===== src/core/stx_pkg.sv =====
// Package for the skip, table-read and XOR execution unit
package stx_pkg;

   // ==========================================================
   // Operation select codes
   // ==========================================================
   typedef enum logic [3:0] {
      STX_OP_NONE          = 4'h0,
      STX_OP_NIBBLE_SWAP   = 4'h1,
      STX_OP_SKIP_ZERO     = 4'h2,
      STX_OP_COPY_SKIP     = 4'h3,
      STX_OP_BIT_SKIP      = 4'h4,
      STX_OP_TBL_CURRENT   = 4'h5,
      STX_OP_TBL_LAST      = 4'h6,
      STX_OP_XOR_ACC       = 4'h7,
      STX_OP_XOR_MEM       = 4'h8,
      STX_OP_XOR_IMM       = 4'h9
   } stx_op_t;

   // ==========================================================
   // Execute sequencer states, one-hot
   // ==========================================================
   typedef enum logic [2:0] {
      STX_ST_IDLE  = 3'b001,
      STX_ST_TABLE = 3'b010,
      STX_ST_DUMMY = 3'b100
   } stx_state_t;

   // ==========================================================
   // Reset values and flag field positions
   // ==========================================================
   localparam logic [7:0] STX_ACC_RST  = 8'h00;
   localparam logic [7:0] STX_TABLE_HIGH_BYTE_REG_RST = 8'h00;
   localparam int         STX_FLAG_C  = 0;
   localparam int         STX_FLAG_AC = 1;
   localparam int         STX_FLAG_Z  = 2;
   localparam int         STX_FLAG_OV = 3;
   localparam int         STX_FLAG_PD = 4;
   localparam int         STX_FLAG_TO = 5;
   localparam logic [5:0] STX_FLAGS_RST = 6'h00;

endpackage


===== src/core/stx_exec.sv =====
// Execution unit for nibble swap, zero skips, table reads and XOR ops
//
// Overview of operation
// - Swap memory nibbles into accumulator, no flags
// - Zero byte skip: dummy cycle, two cycles
// - Copy byte to accumulator, skip when zero
// - Selected bit zero skips with dummy cycle
// - Current-page table read: low to memory, high
// - Last-page table read: low to memory, high
// - XOR into accumulator, only zero flag changes
// - XOR into memory, only zero flag changes
// - XOR immediate into accumulator, zero flag only
`timescale 1ns/1ps
module stx_exec
   import stx_pkg::*;
#(
   parameter int ROM_AW = 14        // Program ROM address width
) (
   input  wire logic              clk_sys,
   input  wire logic              rst_b,
   input  wire logic              exec_valid,     // Instruction issued this cycle
   input  wire stx_op_t           exec_op,        // Decoded operation
   input  wire logic [7:0]        mem_rdata,      // Operand byte read from data memory
   input  wire logic [7:0]        imm_data,       // Immediate byte from instruction word
   input  wire logic [2:0]        bit_sel,        // Bit index for the bit-test skip
   input  wire logic [ROM_AW-1:0] pc_cur,         // Address of the executing instruction
   input  wire logic [7:0]        table_pointer_reg, // Table pointer contents
   input  wire logic [15:0]       rom_rdata,      // ROM word, sampled in the same cycle that rom_rd is high
   output logic                   rom_rd,         // ROM table fetch request
   output logic [ROM_AW-1:0]      rom_addr,       // ROM table fetch address
   output logic                   mem_we,         // Data memory write strobe
   output logic [7:0]             mem_wdata,      // Data memory write data
   output logic [7:0]             acc,            // Accumulator
   output logic [7:0]             table_high_byte_reg, // High byte of last table read
   output logic [5:0]             flags,          // Status flags, see package positions
   output logic                   fetch_discard,  // Prefetched instruction is dropped
   output logic                   busy            // Second cycle in progress
);

   // ==========================================================
   // Elaboration checks
   // ==========================================================
   // Pointer supplies the low eight address bits, so the ROM must be wider
   if (ROM_AW <= 8 || ROM_AW > 16) begin : g_bad_aw
      $error("stx_exec: ROM_AW must be 9 to 16");
   end

   // ==========================================================
   // State and registers
   // ==========================================================
   stx_state_t        state_ff;          // Sequencer state
   stx_state_t        nxt_state;         // Next sequencer state
   logic [7:0]        acc_ff;            // Accumulator
   logic [7:0]        nxt_acc;           // Next accumulator
   logic [7:0]        table_high_byte_reg_ff;           // Table high byte
   logic [5:0]        flags_ff;          // Status flags
   logic [5:0]        nxt_flags;         // Next flags
   logic              we_ff;             // Memory write strobe
   logic              nxt_we;            // Next write strobe
   logic [7:0]        wdata_ff;          // Memory write data
   logic [7:0]        nxt_wdata;         // Next write data
   logic              rd_ff;             // ROM fetch request
   logic [ROM_AW-1:0] raddr_ff;          // ROM fetch address

   // ==========================================================
   // Decode and datapath wires
   // ==========================================================
   wire idle        = (state_ff == STX_ST_IDLE);
   wire go          = exec_valid && idle;
   wire byte_zero   = (mem_rdata == 8'h00);
   wire bit_zero    = ~mem_rdata[bit_sel];
   // Skip conditions of the three skip forms
   wire take_skip   = go && (((exec_op == STX_OP_SKIP_ZERO) && byte_zero) ||
                             ((exec_op == STX_OP_COPY_SKIP) && byte_zero) ||
                             ((exec_op == STX_OP_BIT_SKIP)  && bit_zero));
   wire is_tbl      = go && ((exec_op == STX_OP_TBL_CURRENT) ||
                             (exec_op == STX_OP_TBL_LAST));
   wire [7:0] swap_val = {mem_rdata[3:0], mem_rdata[7:4]};
   wire [7:0] xor_mem  = acc_ff ^ mem_rdata;
   wire [7:0] xor_imm  = acc_ff ^ imm_data;
   // Page bits: executing PC for current page, all ones for last page
   wire [ROM_AW-9:0] page_cur  = pc_cur[ROM_AW-1:8];
   wire [ROM_AW-9:0] page_last = '1;
   wire [ROM_AW-1:0] tbl_addr  = (exec_op == STX_OP_TBL_LAST) ?
                                 {page_last, table_pointer_reg} :
                                 {page_cur, table_pointer_reg};

   // ==========================================================
   // Next-state and datapath selection
   // ==========================================================
   always_comb begin
      nxt_state = state_ff;
      nxt_acc   = acc_ff;
      nxt_flags = flags_ff;
      nxt_we    = 1'b0;
      nxt_wdata = wdata_ff;
      case (state_ff)
         STX_ST_IDLE: begin
            if (go) begin
               case (exec_op)
                  STX_OP_NIBBLE_SWAP: nxt_acc = swap_val;
                  STX_OP_COPY_SKIP:   nxt_acc = mem_rdata;
                  STX_OP_XOR_ACC: begin
                     nxt_acc = xor_mem;
                     nxt_flags[STX_FLAG_Z] = (xor_mem == 8'h00);
                  end
                  STX_OP_XOR_MEM: begin
                     nxt_we    = 1'b1;
                     nxt_wdata = xor_mem;
                     nxt_flags[STX_FLAG_Z] = (xor_mem == 8'h00);
                  end
                  STX_OP_XOR_IMM: begin
                     nxt_acc = xor_imm;
                     nxt_flags[STX_FLAG_Z] = (xor_imm == 8'h00);
                  end
                  default: begin
                     nxt_flags = flags_ff;
                  end
               endcase
               if (take_skip) begin
                  nxt_state = STX_ST_DUMMY;
               end else if (is_tbl) begin
                  nxt_state = STX_ST_TABLE;
               end
            end
         end
         STX_ST_TABLE: begin
            nxt_we    = 1'b1;
            nxt_wdata = rom_rdata[7:0];
            nxt_state = STX_ST_IDLE;
         end
         STX_ST_DUMMY: begin
            nxt_state = STX_ST_IDLE;
         end
         default: begin
            nxt_state = STX_ST_IDLE;
         end
      endcase
   end

   // ==========================================================
   // Sequencer and accumulator registers
   // ==========================================================
   always_ff @(posedge clk_sys or negedge rst_b) begin
      if (!rst_b) begin
         state_ff <= STX_ST_IDLE;
         acc_ff   <= STX_ACC_RST;
         flags_ff <= STX_FLAGS_RST;
         we_ff    <= 1'b0;
         wdata_ff <= 8'h00;
      end else begin
         state_ff <= nxt_state;
         acc_ff   <= nxt_acc;
         flags_ff <= nxt_flags;
         we_ff    <= nxt_we;
         wdata_ff <= nxt_wdata;
      end
   end

   // ==========================================================
   // Table fetch and high byte register
   // ==========================================================
   // Address is registered so the ROM sees a clean value for a full cycle
   always_ff @(posedge clk_sys or negedge rst_b) begin
      if (!rst_b) begin
         rd_ff    <= 1'b0;
         raddr_ff <= '0;
         table_high_byte_reg_ff  <= STX_TABLE_HIGH_BYTE_REG_RST;
      end else begin
         rd_ff <= is_tbl;
         if (is_tbl) begin
            raddr_ff <= tbl_addr;
         end
         if (state_ff == STX_ST_TABLE) begin
            table_high_byte_reg_ff <= rom_rdata[15:8];
         end
      end
   end

   assign rom_rd              = rd_ff;
   assign rom_addr            = raddr_ff;
   assign mem_we              = we_ff;
   assign mem_wdata           = wdata_ff;
   assign acc                 = acc_ff;
   assign table_high_byte_reg = table_high_byte_reg_ff;
   assign flags               = flags_ff;
   assign fetch_discard       = (state_ff == STX_ST_DUMMY);
   assign busy                = !idle;

   // ==========================================================
   // Assertions
   // ==========================================================
   chk_skip_dummy_cycle: assert property (
      @(posedge clk_sys) disable iff (!rst_b)
      take_skip |=> fetch_discard ##1 !fetch_discard)
      else $error("skip did not take exactly one dummy cycle");

   chk_noskip_one_cycle: assert property (
      @(posedge clk_sys) disable iff (!rst_b)
      (go && exec_op == STX_OP_BIT_SKIP && !bit_zero) |=> !busy)
      else $error("set bit must not skip");

   chk_swap_value: assert property (
      @(posedge clk_sys) disable iff (!rst_b)
      (go && exec_op == STX_OP_NIBBLE_SWAP) |=>
      (acc == {$past(mem_rdata[3:0]), $past(mem_rdata[7:4])}) && $stable(flags))
      else $error("nibble swap result wrong");

   chk_copy_skip_acc: assert property (
      @(posedge clk_sys) disable iff (!rst_b)
      (go && exec_op == STX_OP_COPY_SKIP) |=> acc == $past(mem_rdata))
      else $error("copy skip did not load accumulator");

   chk_table_write: assert property (
      @(posedge clk_sys) disable iff (!rst_b)
      is_tbl |=> rom_rd ##1 (mem_we && mem_wdata == $past(rom_rdata[7:0])
      && table_high_byte_reg == $past(rom_rdata[15:8])))
      else $error("table read did not deliver both bytes");

   chk_last_page_addr: assert property (
      @(posedge clk_sys) disable iff (!rst_b)
      (is_tbl && exec_op == STX_OP_TBL_LAST) |=>
      rom_addr == {{(ROM_AW-8){1'b1}}, $past(table_pointer_reg)})
      else $error("last page address wrong");

   chk_cur_page_addr: assert property (
      @(posedge clk_sys) disable iff (!rst_b)
      (is_tbl && exec_op == STX_OP_TBL_CURRENT) |=>
      rom_addr == {$past(pc_cur[ROM_AW-1:8]), $past(table_pointer_reg)})
      else $error("current page address wrong");

   chk_xor_acc_zero: assert property (
      @(posedge clk_sys) disable iff (!rst_b)
      (go && exec_op == STX_OP_XOR_ACC) |=> (acc == ($past(acc) ^ $past(mem_rdata)))
      && flags[STX_FLAG_Z] == (acc == 8'h00) && !mem_we)
      else $error("XOR to accumulator wrong");

   chk_xor_mem_write: assert property (
      @(posedge clk_sys) disable iff (!rst_b)
      (go && exec_op == STX_OP_XOR_MEM) |=> mem_we && $stable(acc)
      && mem_wdata == ($past(acc) ^ $past(mem_rdata))
      && flags[STX_FLAG_Z] == (mem_wdata == 8'h00))
      else $error("XOR to memory wrong");

   chk_xor_imm_value: assert property (
      @(posedge clk_sys) disable iff (!rst_b)
      (go && exec_op == STX_OP_XOR_IMM) |=> acc == ($past(acc) ^ $past(imm_data))
      && flags[STX_FLAG_Z] == (acc == 8'h00))
      else $error("XOR immediate wrong");

   chk_flags_kept: assert property (
      @(posedge clk_sys) disable iff (!rst_b)
      // Second cycle is only owned by this op while busy; otherwise a new op may issue
      (go && (exec_op == STX_OP_SKIP_ZERO || exec_op == STX_OP_BIT_SKIP ||
              exec_op == STX_OP_COPY_SKIP || exec_op == STX_OP_NIBBLE_SWAP || is_tbl))
      |=> $stable(flags) ##1 (!$past(busy) || $stable(flags)))
      else $error("flags changed by a flag-neutral op");

endmodule


===== config.mk =====
export PLATFORM = sky130hd
export DESIGN_NAME = stx_exec
export DESIGN_NICKNAME = d
export VERILOG_FILES = /design/src/core/stx_pkg.sv /design/src/core/stx_exec.sv
export SDC_FILE = /design/constraint.sdc
export NUM_CORES = 1
export LEC_CHECK = 0
export BUFFER_PORTS_ARGS = -buffer_cell sky130_fd_sc_hd__buf_2
export CELL_PAD_IN_SITES_DETAIL_PLACEMENT = 1
export CELL_PAD_IN_SITES_GLOBAL_PLACEMENT = 2
export CORE_AREA = 2 2 106 108
export DETAILED_ROUTE_END_ITERATION = 16
export DIE_AREA = 0 0 108 110
export HOLD_SLACK_MARGIN = 0.03
export PLACE_DENSITY_LB_ADDON = 0.1
export SLEW_MARGIN = 20
export SYNTH_ARGS = -nofsm -noshare
export SYNTH_HDL_FRONTEND = slang
export SYNTH_SLANG_ARGS = --single-unit

===== constraint.sdc =====
create_clock -name clk_sys -period 1.6 [get_ports clk_sys]
set_input_delay 0.16 -clock clk_sys [delete_from_list [all_inputs] [get_ports clk_sys]]
set_output_delay 0.16 -clock clk_sys [all_outputs]
set_load 0.02 [all_outputs]

==> results of run 1 <==
[worst paths after layout]
| path | start | endpoint | slack, ps |
|---|---|---|---|
| max reg2reg | state_ff[0]$_DFFE_PN1P_ | rom_addr[5]$_DFFE_PN0P_ | -60 |
| max | state_ff[0]$_DFFE_PN1P_ | rom_addr[5]$_DFFE_PN0P_ | -60 |
| min | table_pointer_reg[7] | rom_addr[7]$_DFFE_PN0P_ | 70 |
| max in group asynchronous | rst_b | state_ff[0]$_DFFE_PN1P_ | 800 |
| min in group asynchronous | rst_b | mem_we$_DFF_PN0_ | 250 |
| min reg2reg | mem_wdata[6]$_DFFE_PN0P_ | mem_wdata[6]$_DFFE_PN0P_ | 480 |
[power breakdown]
group	leakage, uW	switching, uW	internal (uW)
clock	0.0000412	421	307
sequential	0.000551	194	1360
combinational	0.00116	825	593
[cell families (layout without fill, tap and decap cells)]
family          Yosys count  after routing
buf+inv                  31            156
mux                      29             29
other cells               1              5
xor+xnor                 17             17
simple gates             68             68
flops                    44             44
compound gates           67             67
[cell type report]
type / instances / area share (%)
clock buffer: 6 / 1.98
clock inverter: 2 / 0.342
inverter: 11 / 1.13
multi-input combinational: 186 / 38.4
sequential: 44 / 30.2
tap: 140 / 4.79
timing repair buffer: 137 / 23.2
[per-stage QoR]
| step | worst slack, ps | hold WS, ps |
|---|---|---|
| after floorplan | -109 | -136 |
| after global placement | -75.6 | 44.4 |
| after detailed placement | -105 | 46.8 |
| after CTS | -68.1 | 58.3 |
| after global routing | -123 | 64.6 |
| final | -56.3 | 70.4 |
[what timing repair did]
item | 4_1_cts | 5_1_grt
pin swaps | 0 | 1
resized for setup | 2 | 13
endpoints found under the setup margin | 21 | 19
gates cloned | 0 | 0
setup buffers | 1 | 3
hold endpoints to repair | 15 | 0
hold buffers | 1 | 0
[worst max-delay path: cells and delay by family, from the launching register on]
| kind | cells | cell delay, ps |
|---|---|---|
| flops | 1 | 570 |
| simple gates | 2 | 480 |
| mux | 1 | 310 |
| buf+inv | 1 | 180 |
[layer usage]
| layer | share of wire, % | GRT usage, % | vias up |
|---|---|---|---|
| li1 | - | - | 1172 |
| met4 | 0.68 | 3.02 | 0 |
| met5 | 0 | 0 | - |
| met2 | 50 | 25.9 | 57 |
| met1 | 45 | 18.0 | 1153 |
| met3 | 4.2 | 2.41 | 4 |
[synthesized netlist by cell type (2+ instances only)]
cell	number	area, sq um
dfrtp_1	43	1080
buf_4	10	75.1
buf_2	3	15.0
a22o_1	5	43.8
xnor2_1	9	78.8
mux2_1	6	67.6
nor2b_1	7	43.8
mux2_2	10	113
o21ai_0	13	65.1
nor4b_1	2	17.5
nor3b_4	2	37.5
nor2_1	16	60.1
and3_1	3	18.8
xor2_1	8	70.1
nand2b_1	2	12.5
o32ai_1	3	26.3
o22ai_1	9	56.3
a21o_1	5	37.5
clkbuf_1	4	15.0
nand4_1	3	18.8
a211oi_1	3	22.5
a21oi_1	23	115
buf_6	2	22.5
nor3_1	4	20.0
mux2i_1	12	120
nor4_1	4	25.0
nand2_1	15	56.3
inv_1	10	37.5
==> results.md, run 1 <==
* Status: complete, but fails checks
* Failing checks: negative setup slack
* Register area share after synthesis at 42.4%
* Mapped Avg Cell Area at slightly above 10 sq um
* Die ar. at 0.0119 sq mm
* Placed cells at 515
* Vias in the first global route at 2,466
* Min Clock Period, post-route at 1660 ps
* CP max FO at 10
* DR vias/cell at 4.54
* Slowest cell delay on critical path at 570 ps
* Reg2reg path depth at 4
* CP Class: reg2reg
* Data required, critical path at 1780 ps
* Clock Path Buffers at 2
* GRT overflow at 0
* Fin. Hold Viols at 0
* H-tree Lvls at 2
* RSZ-0062 raised after global routing: true
* Routed Antenna Nets at 0
* Share of cells above drive strength 1 at between 40% and 50%
* Largest family of logic cells by synthesized area: simple AND/OR/NAND/NOR gates
* Clk Latency, worst-skew pair at 300 ps
* Cell Pwr Density at 1010 mW/mm^2
* CP cell instances: nand4bb_4 > nor4b_4 > buf_12 > mux2_1
* Port buffer count at 98
* Synth Cell Area at roughly 0.0026 sq mm
* Vias at 2,386
* Layout Cells excl Fill at 526
* Max_cap viols at 0
* Effective utilization at floorplan at 24.3%
* Startpoint types: flip-flop
* Fill cells at 1,300
* Post-Synth Simple-Gate Area at 16.6%
* Drt first pass iters at 4
* Iteration-0 DRC Markers at just under 90
* Synthesis-to-finish area growth at 40.5%
* Synth Flop Type: dfrtp_1
* Core Footprint at between 0.01 and 0.015 sq mm
* Area of the multi-input gates at about 0.0014 sq mm
* Setup-failing EPs final at 8
* Finished Core Util at about a third
* Max reg flops at 14
* Ant diodes at 0
* CTS buffer count at 5
* Hpwl dp at 6.59 mm
* Post-synthesis adder-cell area fraction at 0%
* CTS Root Cell: clkbuf_8
* Post-Syn Instances at 257
* Unique cell type count in the Yosys netlist at 49
* Layout net count at 449
* Commonest non-fill, non-tap cell in the layout: buf_2
* Post-Synth XOR/XNOR Area at 5.72%
* First-pass GRT wire length at approximately 13 mm
* Core Rows at 38
* Final period util at 104%
* FF+latch area at around 0.0011 sq mm
* Hold Path Class: in2reg
* Routability cong. at between 0.7 and 0.8
* Worst path slowest cell: dfstp_2
* Most frequent cells in the layout: buf_2, dfrtp_1, buf_4
* DRC at 0
* Largest net degree at the start of global routing at 21
* Fmax at 604 MHz
* Drt wl/cell at between 15 and 20 um
* CTS tree: yes
* Setup TNS at -291 ps
* Worst setup EP type: flip-flop
* Global Route Usage Sum at 14.3%
* Tot Pwr at 3700 uW
* Asr flop ratio synth at 100%
* Leak pwr at 0.00175 uW
* CTS sink cnt at 44
* Fin worst setup slack at -56.3 ps
* DIE HEIGHT at 110 um
* Die X at 108 um
* Mux cell area share after synthesis at 12.4%
* Routed WL at 8.40 mm
* Synth Area in Compound Gates at 16.1%
* Final Instance Area at 0.00366 sq mm
* Number of synthesized flops with an enable pin at 0
* VDD IR max at roughly 0.00037 V
* Initial antenna violation count at 0
* Clk_skew at ~16 ps
* Area after DPL at about 0.0035 sq mm
* Hold depth at 2
* FF+latch count, synth at 44
* I/O pins at 112
* Max-slew violations at 0
* Yosys warns at 0
* Register clock-pin slew on the reported worst setup and hold paths at 100 ps
* Worst endpoint data arrival time at 1840 ps
Power figures use the tool's default switching activity.
==> run 2, diff against run 1 <==
- ABC_AREA: default -> 0
- BUFFER_PORTS_ARGS: -buffer_cell sky130_fd_sc_hd__buf_2 -> -buffer_cell sky130_fd_sc_hd__clkbuf_2
==> run 2 against run 1 <==
Against the previous run:
- the run still ends with negative setup slack left
- first-iteration DRC count fell by 16%
- largest power group unchanged
- count of clock-buffer cells in the layout fell by 1
- register-to-register slack got worse by 50 ps
==> results.md, run 2 (synthesized netlist as in run 1, its figures left out) <==
* Status: complete, but fails checks
* Failing checks: negative setup slack
* Worst Path Buf+Inv at 1 (unchanged)
* Worst endpoint data arrival time at 1900 ps (+60 ps)
* Hold Path Class: in2reg
* Commonest non-fill, non-tap cell in the layout: clkbuf_2
* Routed WL at 8.48 mm (+0.96%)
* Worst setup EP type: flip-flop
* Register clock-pin slew on the reported worst setup and hold paths at 100 ps (about the same)
* Largest net degree at the start of global routing at 25 (+19%)
* Data required, critical path at 1790 ps (about the same)
* Effective utilization at floorplan at 24.3% (unchanged)
* Routed Antenna Nets at 0 (unchanged)
* H-tree Lvls at 2 (unchanged)
* Port buffer count at 98 (unchanged)
* Clk Latency, worst-skew pair at 310 ps (about the same)
* Core Footprint at 0.0107 sq mm (unchanged)
* Hpwl dp at 6.50 mm (-1.3%)
* Max reg flops at 14 (unchanged)
* CTS sink cnt at 44 (unchanged)
* DR vias/cell at 4.61 (+1.5%)
* Worst path slowest cell: dfstp_2
* Leak pwr at 0.00173 uW (-1.2%)
* Startpoint types: flip-flop
* Final period util at 107% (+3.3 points)
* Ant diodes at 0 (unchanged)
* Drt wl/cell at 16.3 um (+2.1%)
* Die ar. at 0.0119 sq mm (unchanged)
* Setup-failing EPs final at 14 (+6)
* VDD IR max at 0.000455 V (+24%)
* Largest delay share family, worst path: flip-flops
* Drt first pass iters at 6 (+2)
* DIE HEIGHT at 110 um (unchanged)
* Vias in the first global route at 2,483 (+0.69%)
* RSZ-0062 raised after global routing: true
* Synthesis-to-finish area growth at 39.5%
* Worst slack after detailed placement at -81.6 ps (+23.4 ps)
* DRC at 0 (unchanged)
* Die X at 108 um (unchanged)
* Vias at 2,395 (+0.38%)
* Share of cells above drive strength 1 at 43.9% (-1.4 points)
* First-pass GRT wire length at 13.3 mm (+1.9%)
* Layout Cells excl Fill at 520 (-1.1%)
* Clk_skew at 9.16 ps (-7.31 ps)
* Iteration-0 DRC Markers at 75 (-16%)
* GRT overflow at 0 (unchanged)
* CTS Root Cell: clkbuf_8
* Initial antenna violation count at 0 (unchanged)
* CTS tree: yes
* Max_cap viols at 0 (unchanged)
* Fmax at 585 MHz (-3.1%)
* Placed cells at 510 (-0.97%)
* CP Class: reg2reg
* Max-slew violations at 0 (unchanged)
* WHS at 65.8 ps (-4.56 ps)
* Min Clock Period, post-route at 1710 ps (+52.4 ps)
* Cell Pwr Density at 1060 mW/mm^2 (+5.0%)
* I/O pins at 112 (unchanged)
* Slowest cell delay on critical path at 580 ps (about the same)
* CP cell instances: nand4bb_4 > nor4b_4 > buf_12 > mux2_2
* CTS buffer count at 5 (unchanged)
* Most frequent cells in the layout: clkbuf_2, dfrtp_1, buf_4
* Layout net count at 443 (-1.3%)
* Finished Core Util at 33.9% (-0.23 points)
* CP max FO at 9 (-1)
* Routability cong. at 0.733 (-1.7%)
* Global Route Usage Sum at 14.6% (+0.29 points)
* Clock Path Buffers at 2 (unchanged)
* Core Rows at 38 (unchanged)
* Fin worst setup slack at -109 ps (-52.4 ps)
* Fin. Hold Viols at 0 (unchanged)
[run 2: cell count changes in the layout (fill, tap and decap cells not counted), sizes merged]
| cell | change |
|---|---|
| bufinv | +1 |
| inv | +1 |
| clkbuf | +97 |
| buf | -104 |
| clkinv | -1 |
[run 2: report_power, final]
group,switching (uW),internal (uW)
Sequential,207,1360
Clock,449,472
Combinational,814,558
[run 2: path summary, 6_finish.rpt]
check | from | end | slack, ps | depth (start not counted)
setup / recovery | state_ff[0]$_DFFE_PN1P_ | rom_addr[1]$_DFFE_PN0P_ | -110 | 4
hold / removal | table_pointer_reg[5] | rom_addr[5]$_DFFE_PN0P_ | 70 | 2
setup reg to reg | state_ff[0]$_DFFE_PN1P_ | rom_addr[1]$_DFFE_PN0P_ | -110 | 4
hold reg to reg | mem_wdata[3]$_DFFE_PN0P_ | mem_wdata[3]$_DFFE_PN0P_ | 490 | 2
max in group asynchronous | rst_b | state_ff[0]$_DFFE_PN1P_ | 700 | 3
min in group asynchronous | rst_b | acc[4]$_DFFE_PN0P_ | 310 | 2
[run 2: per-layer routing]
| layer | track usage, % | routed length [um] | share of wire, % | up-vias |
|---|---|---|---|---|
| met1 | 19.2 | 3900 | 46 | 1172 |
| met2 | 25.4 | 4180 | 49 | 61 |
| met3 | 2.41 | 347 | 4.1 | 5 |
| li1 | - | - | - | 1157 |
| met5 | 0 | 0 | 0 | - |
| met4 | 3.02 | 52 | 0.61 | 0 |
[run 2: layout make-up]
cell class,count,area [sq um]
clock buffer,5,68.8
clock inverter,3,46.3
fill,1269,7070
inverter,11,41.3
multi-input combinational,186,1380
sequential,44,1100
tap,140,175
timing repair buffer,131,822
[run 2: what timing repair did]
action / in CTS / in global routing
endpoints found under the setup margin: 20 / 22
pin swaps: 0 / 8
endpoints found under the hold margin: 10 / 0
gates resized for setup: 7 / 5
buffers inserted: 0 / 1
hold buffers: 1 / 0
[run 2: metrics by stage]
stage | instance area (sq um) | total power (uW) | setup TNS [ps]
detailed placement | 3450 | 2970 | -954
floorplan | 2620 | 2370 | -656
CTS | 3600 | 3920 | -1160
global placement | 3450 | 2940 | -331
finish | 3630 | 3860 | -1010
global route | 3630 | 4120 | -2410
==> run 3, diff against run 2 <==
- CORE_AREA: 2 2 106 108 -> 2 2 104 106
- CTS_BUF_LIST: default -> sky130_fd_sc_hd__clkbuf_8
- DIE_AREA: 0 0 108 110 -> 0 0 106 108
==> run 3 against run 2 <==
Against the previous run:
- the flow still finishes with violations (negative setup slack)
- global-route usage grew 0.66 points
- critical path depth did not move
- count of clock-buffer cells in the layout increased by 1
- utilization is 2.0 points higher
- final area is 1.2% higher
- critical endpoint is now rom_addr[3]$_DFFE_PN0P_
==> results.md, run 3 (synthesized netlist as in run 1, its figures left out) <==
* Routed WL at 8.47 mm (-0.12%)
* CTS tree: yes
* DR vias/cell at 4.61 (+0.12%)
* Min Clock Period, post-route at 1670 ps (-39.3 ps)
* Fmax at 599 MHz (+2.4%)
* Share of cells above drive strength 1 at 45.1% (+1.2 points)
* Drt wl/cell at 16.4 um (+0.46%)
* Most frequent cells in the layout: clkbuf_2, dfrtp_1, buf_4
* DIE HEIGHT at 108 um (-1.8%)
* I/O pins at 112 (unchanged)
* Vias in the first global route at 2,498 (+0.60%)
* Leak pwr at 0.00176 uW (+1.8%)
* CTS buffer count at 5 (unchanged)
* Clk_skew at 7.26 ps (-1.90 ps)
* Initial antenna violation count at 0 (unchanged)
* Hpwl dp at 6.44 mm (-0.92%)
* Max reg flops at 14 (unchanged)
* Routability cong. at 0.763 (+4.1%)
* CTS Root Cell: clkbuf_8
* CP max FO at 10 (+1)
* CP Class: reg2reg
* First-pass GRT wire length at 13.6 mm (+2.5%)
* Hold Path Class: in2reg
* Max-slew violations at 0 (unchanged)
* Final period util at 104% (-2.5 points)
* Reg2reg setup slack at -70 ps (+40 ps)
* Cell Pwr Density at 1070 mW/mm^2 (+0.51%)
* Worst setup EP type: flip-flop
* Layout net count at 444 (+0.23%)
* Global Route Usage Sum at 15.3% (+0.66 points)
* Drt first pass iters at 4 (-2)
* Setup TNS at -465 ps (+546 ps)
* Core Rows at 37 (-2.6%)
* Iteration-0 DRC Markers at 93 (+24%)
* VDD IR max at 0.000320 V (-30%)
* Clk Latency, worst-skew pair at 300 ps (about the same)
* Clock Path Buffers at 2 (unchanged)
* Worst endpoint data arrival time at 1860 ps (-40 ps)
* Vias at 2,384 (-0.46%)
* Max_cap viols at 0 (unchanged)
* Die X at 106 um (-1.9%)
* Port buffer count at 98 (unchanged)
* Ant diodes at 0 (unchanged)
* Routed Antenna Nets at 0 (unchanged)
* Largest net degree at the start of global routing at 23 (-8.0%)
* Effective utilization at floorplan at 25.4% (+1.1 points)
* Die ar. at 0.0114 sq mm (-3.6%)
* CP cell instances: nand4bb_4 > nor4b_4 > buf_12 > mux2_1
* Synthesis-to-finish area growth at 41.2%
* Reg2reg path depth at 4 (unchanged)
* Status: complete, but fails checks
* Register clock-pin slew on the reported worst setup and hold paths at 90 ps (about the same)
* Reg-to-reg startpoint: state_ff[0]$_DFFE_PN1P_
* Tot Pwr at 3920 uW (+1.7%)
* Slowest cell delay on critical path at 570 ps (about the same)
* Core Footprint at 0.0102 sq mm (-4.4%)
* Crit path to: rom_addr[3]$_DFFE_PN0P_
* H-tree Lvls at 2 (unchanged)
* Data required, critical path at 1790 ps (about the same)
* Setup-failing EPs final at 11 (-3)
* DRC at 0 (unchanged)
* Commonest non-fill, non-tap cell in the layout: clkbuf_2
* Worst path slowest cell: dfstp_2
* Failing checks: negative setup slack
* Fin worst setup slack at -69.5 ps (+39.3 ps)
* CP startpoint: state_ff[0]$_DFFE_PN1P_
* Reg2reg end: rom_addr[3]$_DFFE_PN0P_
* RSZ-0062 raised after global routing: true
* GRT overflow at 0 (unchanged)
* Startpoint types: flip-flop
* CTS sink cnt at 44 (unchanged)
* Fin. Hold Viols at 0 (unchanged)
## run 3: where the power goes
| group | total (uW) | switching (uW) | internal (uW) | leakage, uW |
|---|---|---|---|---|
| clock | 949 | 437 | 512 | 0.0000614 |
| sequential | 1560 | 204 | 1360 | 0.000551 |
| combinational | 1410 | 828 | 584 | 0.00115 |
| total | 3920 | 1470 | 2460 | 0.00176 |
## run 3: area by class of cell
class	instances	area, sq um
repair buffers	132	830
clock inverters	2	38.8
inverters	11	41.3
flip-flops and latches	44	1100
clock buffers	6	82.6
fillers	1205	6560
well taps	136	170
multi-input cells	186	1410
## run 3: worst min-delay path by stage
| stage | cells after the start | to | slack, ps | start |
|---|---|---|---|---|
| after floorplan | 0 | acc[0]$_DFFE_PN0P_ | -140 | rst_b |
| after global placement | 1 | flags[2]$_DFFE_PN0P_ | 130 | rst_b |
| after detailed placement | 1 | flags[2]$_DFFE_PN0P_ | 130 | rst_b |
| after CTS | 2 | rom_addr[5]$_DFFE_PN0P_ | 50 | table_pointer_reg[5] |
| after global routing | 2 | rom_addr[5]$_DFFE_PN0P_ | 60 | table_pointer_reg[5] |
| final | 2 | rom_addr[5]$_DFFE_PN0P_ | 60 | table_pointer_reg[5] |
## run 3: what timing repair did
| action | 4_1_cts | 5_1_grt |
|---|---|---|
| gates resized for setup | 6 | 13 |
| endpoints found under the hold margin | 11 | 0 |
| pin swaps | 4 | 4 |
| setup buffers | 1 | 1 |
| endpoints found under the setup margin | 20 | 23 |
| hold buffers | 1 | 0 |
## run 3: critical path, delay by kind of cell (launching register included)
| kind | cells | cell delay, ps |
|---|---|---|
| buffers and inverters | 1 | 190 |
| and+or+nand+nor | 2 | 480 |
| DFF | 1 | 570 |
| muxes | 1 | 320 |
## run 3: layer usage
metal | global-route usage, % | wire (um) | part of all wire, %
met3 | 3.01 | 370 | 4.4
met2 | 25.1 | 4090 | 48
met1 | 20.9 | 3930 | 46
met5 | 0 | 0 | 0
met4 | 3.38 | 76 | 0.90
## run 3: through the flow
step                      utilization [%]  cell area (sq um)  worst slack, ps  std cells  hold WS, ps
final                                35.9               3670            -69.5        517         62.1
after global routing                 35.9               3670             -123        517         57.9
after CTS                            35.2               3610            -82.3        516         53.5
after detailed placement             33.6               3440            -76.1        506          134
after global placement               33.6               3440            -41.2        506          130
after floorplan                         -               2620             -109        261         -136
